--- src/common/dpc_pkg.sv ---
// Function
// Bypass bits act only when component code zero
// Resistor R3 code, 4 bits, resets 0x8
// Charge-pump current code, 6 bits, resets 0x20
// VCO divider 01/10/11 gives 4/8/16
// Software keeps VCO within 6 to 12 GHz
// Predivider 000/001/010 gives 1/2/4, resets 001
// Software keeps PLL reference 35 to 80 MHz
// Feedback count never below six
// Reserved bits read zero, ignore writes
`default_nettype none
package dpc_pkg;
  // ==========================================================
  // Register map
  localparam int          ADDR_W        = 10;
  localparam logic [9:0]  LF3_ADDR      = 10'h089;
  localparam logic [9:0]  CP_ADDR       = 10'h08A;
  localparam logic [9:0]  VCO_ADDR      = 10'h08B;
  localparam logic [9:0]  REF_ADDR      = 10'h08C;
  // ==========================================================
  // Field positions
  localparam int          SKIP_RES3_BIT = 7;
  localparam int          SKIP_RES1_BIT = 6;
  localparam int          SKIP_CAP2_BIT = 5;
  localparam int          SKIP_CAP1_BIT = 4;
  localparam int          RES3_MSB      = 3;
  localparam int          CP_MSB        = 5;
  localparam int          VCO_MSB       = 1;
  localparam int          REF_MSB       = 2;
  // ==========================================================
  // Reset values
  localparam logic [7:0]  LF3_RESET     = 8'h08;
  localparam logic [5:0]  CP_RESET      = 6'h20;
  localparam logic [1:0]  VCO_RESET     = 2'h2;
  localparam logic [2:0]  REF_RESET     = 3'h1;
  // ==========================================================
  // Divider encodings and feedback count floor
  localparam logic [1:0]  VCO_SEL_4     = 2'h1;
  localparam logic [1:0]  VCO_SEL_8     = 2'h2;
  localparam logic [1:0]  VCO_SEL_16    = 2'h3;
  localparam logic [2:0]  REF_SEL_1     = 3'h0;
  localparam logic [2:0]  REF_SEL_2     = 3'h1;
  localparam logic [2:0]  REF_SEL_4     = 3'h2;
  localparam logic [7:0]  FB_COUNT_MIN  = 8'h06;
endpackage
`default_nettype wire

--- src/core/dpc_regs.sv ---
// The strobed register port is this design's own decision.
`timescale 1ns/1ps
`default_nettype none
module dpc_regs (
  input  wire logic                       clk,
  input  wire logic                       rst_n,
  input  wire logic [dpc_pkg::ADDR_W-1:0] reg_addr,
  input  wire logic [7:0]                 reg_wdata,
  input  wire logic                       reg_wr,
  input  wire logic                       reg_rd,
  output logic      [7:0]                 reg_rdata,
  input  wire logic [3:0]                 res1_value_code,
  input  wire logic [3:0]                 cap2_value_code,
  input  wire logic [3:0]                 cap1_value_code,
  input  wire logic [7:0]                 fb_count_req,
  output logic      [3:0]                 loop_res3_code,
  output logic                            skip_loop_res3,
  output logic                            skip_loop_res1,
  output logic                            skip_loop_cap2,
  output logic                            skip_loop_cap1,
  output logic      [5:0]                 pump_current_code,
  output logic      [1:0]                 vco_divide_select,
  output logic      [4:0]                 vco_div_ratio,
  output logic      [2:0]                 ref_div_ratio,
  output logic      [7:0]                 fb_count_used
);
  import dpc_pkg::*;

  // ==========================================================
  // Storage: only implemented bits exist, reserved bits have no flops
  logic [7:0] lf3_ff;
  logic [5:0] cp_ff;
  logic [1:0] vco_ff;
  logic [2:0] ref_ff;
  logic [7:0] rdata_ff;
  logic [7:0] nxt_rdata;
  logic [3:0] skip_ff;
  logic [4:0] vco_ratio_ff;
  logic [2:0] ref_ratio_ff;
  logic [7:0] fb_ff;

  always_ff @(posedge clk) begin
    if (!rst_n) begin
      lf3_ff <= LF3_RESET;
    end else if (reg_wr && reg_addr == LF3_ADDR) begin
      lf3_ff <= reg_wdata;
    end
  end

  always_ff @(posedge clk) begin
    if (!rst_n) begin
      cp_ff <= CP_RESET;
    end else if (reg_wr && reg_addr == CP_ADDR) begin
      cp_ff <= reg_wdata[CP_MSB:0];
    end
  end

  always_ff @(posedge clk) begin
    if (!rst_n) begin
      vco_ff <= VCO_RESET;
    end else if (reg_wr && reg_addr == VCO_ADDR) begin
      vco_ff <= reg_wdata[VCO_MSB:0];
    end
  end

  always_ff @(posedge clk) begin
    if (!rst_n) begin
      ref_ff <= REF_RESET;
    end else if (reg_wr && reg_addr == REF_ADDR) begin
      ref_ff <= reg_wdata[REF_MSB:0];
    end
  end

  // ==========================================================
  // Read path, unmapped addresses read zero
  always_comb begin
    nxt_rdata = 8'h00;
    unique case (reg_addr)
      LF3_ADDR: nxt_rdata = lf3_ff;
      CP_ADDR:  nxt_rdata = {2'h0, cp_ff};
      VCO_ADDR: nxt_rdata = {6'h00, vco_ff};
      REF_ADDR: nxt_rdata = {5'h00, ref_ff};
      default:  nxt_rdata = 8'h00;
    endcase
  end

  // Data stands only in the cycle after the read strobe
  always_ff @(posedge clk) begin
    if (!rst_n) begin
      rdata_ff <= 8'h00;
    end else if (reg_rd) begin
      rdata_ff <= nxt_rdata;
    end else begin
      rdata_ff <= 8'h00;
    end
  end

  // ==========================================================
  // Bypass gating: a set bit shorts its part only at code zero,
  // otherwise the analog side would see a bypass fighting a code
  always_ff @(posedge clk) begin
    if (!rst_n) begin
      skip_ff <= 4'h0;
    end else begin
      skip_ff[3] <= lf3_ff[SKIP_RES3_BIT] && lf3_ff[RES3_MSB:0] == 4'h0;
      skip_ff[2] <= lf3_ff[SKIP_RES1_BIT] && res1_value_code == 4'h0;
      skip_ff[1] <= lf3_ff[SKIP_CAP2_BIT] && cap2_value_code == 4'h0;
      skip_ff[0] <= lf3_ff[SKIP_CAP1_BIT] && cap1_value_code == 4'h0;
    end
  end

  // ==========================================================
  // Divider decode; illegal codes give ratio zero as a flag
  always_ff @(posedge clk) begin
    if (!rst_n) begin
      vco_ratio_ff <= 5'h08;
    end else begin
      unique case (vco_ff)
        VCO_SEL_4:  vco_ratio_ff <= 5'h04;
        VCO_SEL_8:  vco_ratio_ff <= 5'h08;
        VCO_SEL_16: vco_ratio_ff <= 5'h10;
        default:    vco_ratio_ff <= 5'h00;
      endcase
    end
  end

  always_ff @(posedge clk) begin
    if (!rst_n) begin
      ref_ratio_ff <= 3'h2;
    end else begin
      unique case (ref_ff)
        REF_SEL_1: ref_ratio_ff <= 3'h1;
        REF_SEL_2: ref_ratio_ff <= 3'h2;
        REF_SEL_4: ref_ratio_ff <= 3'h4;
        default:   ref_ratio_ff <= 3'h0;
      endcase
    end
  end

  // Clamp keeps the multiplier legal even if software writes less
  always_ff @(posedge clk) begin
    if (!rst_n) begin
      fb_ff <= FB_COUNT_MIN;
    end else if (fb_count_req < FB_COUNT_MIN) begin
      fb_ff <= FB_COUNT_MIN;
    end else begin
      fb_ff <= fb_count_req;
    end
  end

  assign reg_rdata         = rdata_ff;
  assign loop_res3_code    = lf3_ff[RES3_MSB:0];
  assign skip_loop_res3    = skip_ff[3];
  assign skip_loop_res1    = skip_ff[2];
  assign skip_loop_cap2    = skip_ff[1];
  assign skip_loop_cap1    = skip_ff[0];
  assign pump_current_code = cp_ff;
  assign vco_divide_select = vco_ff;
  assign vco_div_ratio     = vco_ratio_ff;
  assign ref_div_ratio     = ref_ratio_ff;
  assign fb_count_used     = fb_ff;
endmodule
`default_nettype wire

--- config.mk ---
export PLATFORM = sky130hd
export DESIGN_NAME = dpc_regs
export DESIGN_NICKNAME = d
export VERILOG_FILES = /design/src/common/dpc_pkg.sv /design/src/core/dpc_regs.sv
export SDC_FILE = /design/constraint.sdc
export NUM_CORES = 1
export LEC_CHECK = 0
export BUFFER_PORTS_ARGS = -buffer_cell sky130_fd_sc_hd__buf_2
export CAP_MARGIN = 20
export CELL_PAD_IN_SITES_DETAIL_PLACEMENT = 0
export CELL_PAD_IN_SITES_GLOBAL_PLACEMENT = 1
export CORE_ASPECT_RATIO = 0.75
export CORE_MARGIN = 4
export CORE_UTILIZATION = 36
export DETAILED_ROUTE_END_ITERATION = 10
export GPL_ROUTABILITY_DRIVEN = 0
export GPL_TIMING_DRIVEN = 0
export MAX_ROUTING_LAYER = met4
export PLACE_DENSITY = 0.84
export SYNTH_ARGS = -nofsm -noshare
export SYNTH_HDL_FRONTEND = slang
export SYNTH_SLANG_ARGS = --single-unit
--- constraint.sdc ---
create_clock -name clk -period 2.4 [get_ports clk]
set_input_delay 0.72 -clock clk [delete_from_list [all_inputs] [get_ports clk]]
set_output_delay 0.72 -clock clk [all_outputs]
set_load 0.05 [all_outputs]
Word-level counts from Yosys, hierarchy flattened:

Index checks and enable logic that the tools add are counted.

* magnitude comparators: 1
* equal/unequal tests: 9
* multiplexer cells: 3
* bitwise gates (word level): 1
* reductions and logical operators: 15

Operators with widths (count)
* $eq A10 B8 Y1 const B: 4
* $pmux W8 S4: 1
* $logic_not A4 Y1: 4
* $pmux W5 S3: 1
* $pmux W3 S3: 1
* $logic_and A1 B1 Y1: 8
* $lt A8 B3 Y1 const B: 1
* $eq A2 B2 Y1 const B: 2
* $eq A3 B1 Y1 const B: 1
* $eq A3 B2 Y1 const B: 1
* $logic_not A3 Y1: 1
* $eq A2 B1 Y1 const B: 1
* $reduce_and A2 Y1: 1
* $reduce_or A2 Y1: 1
* $not A1 Y1: 1

* register bits after elaboration: 47
* bits of input ports: 42
* output and inout bits: 40
* word-level logic and storage cells: 38

Logic depth before layout (Yosys ltp):

Gate-level depths: netlist (run 1).

* depth in word-level cells: 2
* mapped depth: 4
* depth with buffers taken out: 3

Worst setup path after synthesis (run 1):

Ideal clock, no wire load.

* path type: in2reg
* from: in reg_addr[6] (netlist name)
* to: reg lf3_ff[0]
* library setup time: 127 ps
* arrival: 1654 ps
* data required time: 2273 ps
* path slack: 619 ps
* stages on the path: 3
* path buffers: 0
* path through: nor4b_4 > nand4_2 > mux2i_1

* longest elaborated chain between the ends: 2

Ends and longest elaborated chain
* start, declared: RTL line dpc_regs.sv:7 `input wire logic [dpc_pkg::ADDR_W-1:0] reg_addr,`
* $eq A10 B8 Y1: RTL line dpc_regs.sv:45 `end else if (reg_wr && reg_addr == LF3_ADDR) begin`
* $logic_and A1 B1 Y1: RTL line dpc_regs.sv:45
* end signal, assigned: RTL line dpc_regs.sv:46 `lf3_ff <= reg_wdata;`
* end, declared: RTL line dpc_regs.sv:31 `logic [7:0] lf3_ff;`

No other way between the ends.
A chain may end at the register's enable or synchronous reset.

Worst setup path in the final report (run 1):

* from: in reg_addr[5] (netlist name)
* to: reg lf3_ff[3]

Same word-level chain as after synthesis.

==> results list, run 1 <==
- At the pin with the least slew margin, the transition time is 0.604 ns.
- Setup repair after global routing left no endpoint under its margin.
- Buffers placed on the I/O ports in this run total 79.
- Nature of the critical path endpoint: flip-flop
- Internal power component: 1.14 mW
- After detailed routing, the average wire length per cell comes to 13.8 um.
- Clock tree synthesis found a total of 45 sinks.
* Endpoint with the worst hold slack: skip_ff[2]
* Final cycle utilization of the critical path: 0.791
- Net count of the finished layout: 308
- Setup crit start kind: input pin
- Ports: 82
- Entering global routing, the biggest net connects 15 pins.
- Max IR drop VDD: 0.350 mV
- For this run the aggregate overflow at the end of global routing stands at 0.
- Antenna diode count: 0
* Full die area: 6160 sq um
* DRT Pass-1 Iters: 4
* First-pass GRT wire length: 6.64 mm
- In the routed layout, each cell is associated on average with a via count of 4.81.
- Counting instances, the worst hold path has a depth of 2.
- Sequential power share: 0.508
- Number of global-route vias before repair: 1366
- The startpoint identified for the worst register-to-register timing path is lf3_ff[1].
* Fmax achieved: 0.527 GHz
* Routed via count: 1559
- In this run, CTS created clock tree buffers numbering 5.
- Synthesis handed over a netlist of 179 instances.
* Most used standard cells in the synthesized netlist: sky130_fd_sc_hd__dfxtp_1 (45), sky130_fd_sc_hd__nand2_1 (26), sky130_fd_sc_hd__mux2i_1 (18)
* Outcome: finished clean
- Worst slack at placement: 0.187 ns
- Summing all non-filler instances in the final layout gives an area of 2380 sq um.
- The min-delay analysis places its worst path in the category reg2reg.
- Of the synthesized area, sequential elements account for 0.505.
- For this run, the leading register cell type out of synthesis is sky130_fd_sc_hd__dfxtp_1.
* Sum of negative setup slack: 0 ns
- Clk buf depth: 2
- Crit path max fanout: 8
- Setup WS post-layout: 0.501 ns
- Counting I/O delays and the setup requirement, the final critical path takes 1.90 ns.
- Iter 0 DRT Violations: 87
- Power share of the clock group: 0.396
* Placed cell areas: 2260 sq um
- The root buffer cell chosen for the clock tree is sky130_fd_sc_hd__clkbuf_8.
- Avg Synthesized Cell Area: 9.97 sq um
* Total net switching power: 340 uW
* Slew margin rel.: 0.596
- Global routing usage on met2: 0.225
- Share of layout cells above drive strength 1: 0.390
- From synthesis to final layout, the design area changed by 33.1%.
* Clk slew on worst S/H paths: 0.08 ns
- For this run, global-route usage on met3 was measured as 0.0439.
- The detail route stage leaves a number of antenna-violating nets equal to 0.
* Leading cell type by number of instances after synthesis: sky130_fd_sc_hd__dfxtp_1
* DP Cell Count: 316
* H-Tree Depth: 2
* Initial cell density of the core: 0.386
- Post-route clock skew: 0.00531 ns
- Highest-utilization routing layer at the global route stage: met2
* Total routed wirelength: 4.47 mm
- Count of warnings emitted by yosys: 0
- Crit path required time: 2.62 ns
- For flop-to-flop paths, the worst setup slack is 1.09 ns.
* Post-DP HPWL: 3.49 mm
* Standby leakage power: 1.20 nW
- The region available for standard cell placement spans 4620 sq um.
- Fill cells: 441
- The initial antenna violation count came to 0.
- Switching part of the total power: 0.229
* Top area cells in the synthesized netlist: sky130_fd_sc_hd__dfxtp_1 (50%), sky130_fd_sc_hd__mux2i_1 (10%), sky130_fd_sc_hd__nand2_1 (5.5%), sky130_fd_sc_hd__nand3b_1 (3.4%), sky130_fd_sc_hd__nor2_1 (3.2%)
- Overall track demand over capacity in global routing: 0.147
- The number of setup buffers added after CTS is 0.
- Number of unique standard cell types used by synthesis: 40
- Total of max-cap violations: 0
- Classification of the worst setup path: in2reg
- Die Span Y: 69.0 um
- Hold violation total from the final report: 0
- Comb power frac: 0.095
* Remaining DRCs: 0
* Capture point of the worst reg-to-reg path: reg_rdata[1]
- Of the post-synthesis cell area, the dominant cell type holds 0.505.
- Fraction of met1 tracks used by global routing: 0.195
* Count of non-filler cells in the finished layout: 324
- Die Width: 89.3 um
* Final setup viols: 0
* Synth area leader: sky130_fd_sc_hd__dfxtp_1
- Register-to-Register Path Depth: 3
- The number of hold buffers added after CTS was 0.
* Number of standard-cell rows in the floorplan: 21
- TritonCTS built the clock tree.
* Ys async rst share: 0
* Post-Synthesis Cell Area: 1790 sq um
- Gates resized during post-CTS repair numbered 0.
* Power density normalized to cell area: 625 nW/um^2
- Tracing the worst setup path back leads to its startpoint at reg_addr[5].
* Post-synth EDFFs: 0
* Beginning of the worst hold path: lf3_ff[6]
- At the worst endpoint, the arrival time is 2.12 ns.
* Count of final max-slew check failures: 0
- Flip-flop and latch count after synthesis: 45
* Source-to-sink clock delay at the later pin of the worst-skew pair: 0.29 ns
==> routing by layer <==
layer  wire [um]  up-vias
li1            -      787
met1        2090      699
met2        1900       70
met3         457        3
met4          17        0
met5           0        -
==> cell usage in the layout, fill, tap and decap left out, types with 2 or more instances in the layout <==
| master | count |
|---|---|
| sky130_fd_sc_hd__buf_2 | 82 |
| sky130_fd_sc_hd__dfxtp_1 | 45 |
| sky130_fd_sc_hd__nand2_1 | 26 |
| sky130_fd_sc_hd__mux2i_1 | 18 |
| sky130_fd_sc_hd__nor2_1 | 15 |
| sky130_fd_sc_hd__nand3b_1 | 8 |
| sky130_fd_sc_hd__and2_1 | 6 |
| sky130_fd_sc_hd__buf_4 | 6 |
| sky130_fd_sc_hd__clkbuf_8 | 6 |
| sky130_fd_sc_hd__nor2b_1 | 4 |
| sky130_fd_sc_hd__clkbuf_1 | 3 |
| sky130_fd_sc_hd__a22oi_1 | 3 |
| sky130_fd_sc_hd__a21o_1 | 3 |
| sky130_fd_sc_hd__a2111oi_0 | 3 |
| sky130_fd_sc_hd__nand4_2 | 2 |
| sky130_fd_sc_hd__inv_1 | 2 |
| sky130_fd_sc_hd__and4_1 | 2 |
| sky130_fd_sc_hd__nor3_1 | 2 |
| sky130_fd_sc_hd__mux2_2 | 2 |
| sky130_fd_sc_hd__or4_1 | 2 |
| sky130_fd_sc_hd__nor4_1 | 2 |
| sky130_fd_sc_hd__a21oi_1 | 2 |
| sky130_fd_sc_hd__nand2b_1 | 2 |
| sky130_fd_sc_hd__conb_1 | 2 |
==> worst max-delay path, cell delays in order <==
cell	delay, ns
sky130_fd_sc_hd__buf_2	0.10
sky130_fd_sc_hd__nor3b_2	0.52
sky130_fd_sc_hd__nand4_2	0.49
sky130_fd_sc_hd__mux2i_1	0.28
==> stage by stage <==
stage	hold WS, ns	utilization	total power, mW
2_1_floorplan	0.432	-	0.855
3_3_place_gp	0.455	0.488	0.912
3_5_place_dp	0.465	0.488	0.913
4_1_cts	0.477	0.514	1.50
5_1_grt	0.499	0.514	1.54
6_report	0.478	0.514	1.48
==> registers in the layout, summed over array words and instances, names as in the netlist, 3 cells and up <==
| signal | count |
|---|---|
| vco_div_ratio | 3 |
| reg_rdata | 8 |
| skip_ff | 4 |
| ref_div_ratio | 3 |
| lf3_ff | 8 |
| ref_ff | 3 |
| pump_current_code | 6 |
| fb_count_used | 8 |
==> how the worst max path moves through the flow <==
| stage | slack (ns) | cells past startpoint | end |
|---|---|---|---|
| global route | 0.34 | 4 | reg_rdata[1] |
| global placement | 0.23 | 4 | lf3_ff[6] |
| CTS | 0.50 | 4 | reg_rdata[1] |
| detailed placement | 0.19 | 4 | reg_rdata[1] |
| floorplan | 0.62 | 3 | lf3_ff[0] |
| finish | 0.50 | 4 | lf3_ff[3] |
==> logic make-up (layout without fill, tap and decap cells) <==
| kind of cell | count (synthesis) | after routing | synth area share |
|---|---|---|---|
| other | 1 | 2 | 0.00210 |
| buffers and inverters | 15 | 102 | 0.0462 |
| XOR/XNOR | 1 | 1 | 0.00491 |
| flip-flops | 45 | 45 | 0.505 |
| AND/OR/NAND/NOR | 82 | 82 | 0.266 |
| multiplexers | 20 | 20 | 0.114 |
| AO/OA/AOI/OAI | 15 | 15 | 0.0631 |
==> power by group through the flow <==
stage	registers, mW	logic, mW	clock network, mW
floorplan	0.799	0.0558	0
global placement	0.772	0.140	0
detailed placement	0.772	0.141	0
CTS	0.755	0.141	0.604
global route	0.755	0.152	0.634
finish	0.754	0.142	0.589
==> cell type report <==
class	count	area [sq um]	share of cell area
buffer	12	71.3	0.0300
clock buffer	6	82.6	0.0348
clock inverter	2	37.5	0.0158
inverter	3	11.3	0.00474
multi-input combinational	120	806	0.339
sequential	45	901	0.379
tap	57	71.3	0.0300
timing repair buffer	79	395	0.166
Note: power is estimated with default switching activity, not from simulation.
==> run 2, diff against run 1 <==
ABC_AREA = 1   (was not set)
CORE_UTILIZATION = 32   (was 36)
PLACE_DENSITY = 0.8   (was 0.84)
clock period = 1.8 ns   (was 2.4 ns; I/O delays follow)
==> run 2 against run 1 <==
Compared with the run above:
- global-route usage increased by 0.46 points
- clock power increased by 5.3%
- routed wire length rose by 16%
- register-to-register slack got worse by 0.12 ns
- final cell count grew 31%
- setup slack worse by 0.32 ns
- sequential cell count stayed put
==> results list, run 2 <==
* Ports: 82 (unchanged)
- The detailed-route wire length came to 5.18 mm (+16%).
* Worst setup path startpoint: lf3_ff[2]
- In this run the critical register-to-register path is captured at skip_ff[3].
- The number of enable-type register cells in the synthesized netlist came to 0 (unchanged).
- Endpoint arrival time on the critical path: 1.08 ns (-1.04 ns)
* CTS tree: done
* Count of final max-slew check failures: 0 (unchanged)
- H-Tree Depth: 2 (unchanged)
* Source-to-sink clock delay at the later pin of the worst-skew pair: 0.30 ns (about the same)
- # resized after CTS: 0 (unchanged)
* Flip-flop and latch count after synthesis: 45 (unchanged)
- Classification of the worst setup path: reg2out
* Net count of the finished layout: 389 (+26%)
- The most used flip-flop cell after synthesis is sky130_fd_sc_hd__dfxtp_1.
* Post-CTS Repair Setup Buffers: 0 (unchanged)
- Slowest library cell on the worst path: sky130_fd_sc_hd__dfxtp_1
- The synthesized instance count is 261 (+46%).
- Pin slew with the least headroom to its limit: 0.545 ns (-0.0583 ns)
- Number of unique standard cell types used by synthesis: 25 (-38%)
- The initial antenna violation count is 0 (unchanged).
* Count of warnings emitted by yosys: 0 (unchanged)
- Remaining DRCs: 0 (unchanged)
* Die Width: 96.8 um (+8.3%)
- DRT Pass-1 Iters: 4 (unchanged)
- The largest fanout on the critical path came to 4 (-4).
* Final setup viols: 0 (unchanged)
- Sorting the synthesized cells by area gives the leading types as sky130_fd_sc_hd__dfxtp_1 (48%), sky130_fd_sc_hd__nor2_1 (11%), sky130_fd_sc_hd__nand2_1 (11%), sky130_fd_sc_hd__inv_1 (6.0%), sky130_fd_sc_hd__nand4_1 (5.6%).
* Hold violation total from the final report: 0 (unchanged)
- In this run the worst hold path is classified as in2reg.
- In the finished design, the share of the clock period the worst path needs comes to 0.901.
- For this run, the top clock speed supported by timing is 0.616 GHz.
* Fill cells: 627 (+42%)
- The internal reg-to-reg setup slack was 0.97 ns (-0.12 ns).
- Total of max-cap violations: 0 (unchanged)
* Die Span Y: 74.6 um (+8.1%)
* Setup crit start kind: flip-flop
- The power per unit of standard cell area came to 738 nW/um^2 (+18%).
* Inserted Clock Buffers: 5 (unchanged)
* Largest net degree at the start of global routing: 15 (unchanged)
* PortBufs: 78 (-1.3%)
- Overall track demand over capacity in global routing: 0.152 (+0.00456)
* Max IR drop VDD: 0.258 mV (-26%)
- Antenna diode count: 0 (unchanged)
* Post-DP HPWL: 4.10 mm (+17%)
* Wire length per cell: 12.2 um (-11%)
- The run finished with clean final reports.
- The maximum number of buffers from clock root to sink came to 2 (unchanged).
- Detail-routed via count per cell: 4.32 (-10%)
* Post-route standard cell area excluding fillers: 2470 sq um (+3.8%)
- Leading cell type by number of instances after synthesis: sky130_fd_sc_hd__nor2_1
* Clk slew on worst S/H paths: 0.09 ns (about the same)
* Standby leakage power: 1.33 nW (+10%)
* Synth area leader: sky130_fd_sc_hd__dfxtp_1
- Number of standard-cell rows in the floorplan: 23 (+9.5%)
- Synth-to-Final Area Change: 30.4%
* Initial cell density of the core: 0.342 (-0.0439)
- The area of the core is 5530 sq um (+19%).
- Slew margin rel.: 0.636 (+0.0406)
- Ys async rst share: 0 (unchanged)
* Most used standard cells in the synthesized netlist: sky130_fd_sc_hd__nor2_1 (55), sky130_fd_sc_hd__nand2_1 (53), sky130_fd_sc_hd__dfxtp_1 (45)
* Number of hold buffers added after CTS: 0 (unchanged)
- STA classifies the critical path endpoint as a primary output.
- The slack of the critical path is 0.177 ns (-0.324 ns).
* First-pass GRT wire length: 8.41 mm (+27%)
- CP peak stage delay: 0.41 ns (-0.11 ns)
- Register-to-Register Path Depth: 3 (unchanged)
- The placed standard-cell area was 2380 sq um (+5.4%).
- Avg Synthesized Cell Area: 7.24 sq um (-27%)
- The power after layout came to 1.82 mW (+23%).
- Leaving out fill and tap cells, the most frequent cell in the layout is sky130_fd_sc_hd__buf_2.
- Number of global-route vias before repair: 1732 (+27%)
* Full die area: 7210 sq um (+17%)
- The detailed router's first-iteration violation count was 78 (-10%).
- Top cell type's share of synthesized area: 0.477 (-0.0280)
- For the finished layout, the period the worst path requires is 1.62 ns.
- Number of nets with antenna violations after detailed routing: 0 (unchanged)
* Share of layout cells above drive strength 1: 0.305 (-0.0849)
* Routed via count: 1829 (+17%)
- Leaving out fill and tap cells, the most frequent cells in the layout are sky130_fd_sc_hd__buf_2 (81), sky130_fd_sc_hd__nor2_1 (55), sky130_fd_sc_hd__nand2_1 (53).
- The sequential area share after synthesis was 0.477 (-0.0280).
* Worst slack at placement: 0.0468 ns (-0.140 ns)
* Series of cell instances along the critical path: buf_4 > buf_2
* Endpoint of the most critical setup path: loop_res3_code[2]
- The worst clock skew is 0.00376 ns (-0.00155 ns).
* Post-Synthesis Cell Area: 1890 sq um (+5.9%)
* Clock sink count: 45 (unchanged)
* Reg-to-reg startpoint: lf3_ff[0]
- Crit path required time: 1.26 ns (-1.36 ns)
* Leftover overflow at the end of global routing: 0 (unchanged)
* Unrepaired setup endpoints after global routing: no
- The tree is rooted in a sky130_fd_sc_hd__clkbuf_8.
* Sum of negative setup slack: 0 ns (unchanged)
==> run 2: metrics by stage <==
step,hold WS (ns),util,instances
2_1_floorplan,0.413,-,262
3_3_place_gp,0.442,0.430,415
3_5_place_dp,0.441,0.430,415
4_1_cts,0.427,0.446,423
5_1_grt,0.436,0.446,423
6_report,0.438,0.446,423
==> run 2: how the worst min path moves through the flow <==
stage               startpoint          endpoint  slack (ns)  depth (start not counted)
2_1_floorplan        ref_ff[1]  ref_div_ratio[0]        0.41                          1
5_1_grt        fb_count_req[3]  fb_count_used[3]        0.44                          3
3_3_place_gp         ref_ff[1]  ref_div_ratio[0]        0.44                          1
3_5_place_dp         lf3_ff[6]        skip_ff[2]        0.44                          2
6_report       fb_count_req[4]  fb_count_used[4]        0.44                          3
4_1_cts        fb_count_req[4]  fb_count_used[4]        0.43                          3
==> run 2: critical path, delay by kind of cell, from the launching register on <==
kind     cells  cell delay [ns]
flops        1             0.41
buf+inv      2             0.38
==> run 2: power by group <==
| part | internal [mW] | switching, mW | total, mW |
|---|---|---|---|
| clock network | 0.274 | 0.346 | 0.620 |
| registers | 1.00 | 0.00203 | 1.01 |
| logic | 0.0620 | 0.132 | 0.194 |
| total | 1.34 | 0.480 | 1.82 |
==> run 2: cells by family after synthesis <==
kind of cell	share of synthesized area
other	0.00198
flip-flops	0.477
AND/OR/NAND/NOR	0.385
buffers and inverters	0.113
AO/OA/AOI/OAI	0.0232
==> run 2: layout make-up <==
cell class | instances | area, sq um | share of cell area
Clock buffer | 6 | 72.6 | 0.0294
Multi-Input combinational cell | 170 | 779 | 0.316
Buffer | 14 | 90.1 | 0.0365
Sequential cell | 45 | 901 | 0.365
Timing Repair Buffer | 78 | 390 | 0.158
Clock inverter | 2 | 15.0 | 0.00609
Tap cell | 75 | 93.8 | 0.0381
Inverter | 33 | 124 | 0.0502
==> run 2: routing by layer <==
layer	up-vias	share of wire	track usage
met5	-	0	-
met4	0	0.0081	0.0374
met3	5	0.073	0.0440
met2	60	0.43	0.220
met1	777	0.49	0.208
li1	987	-	-
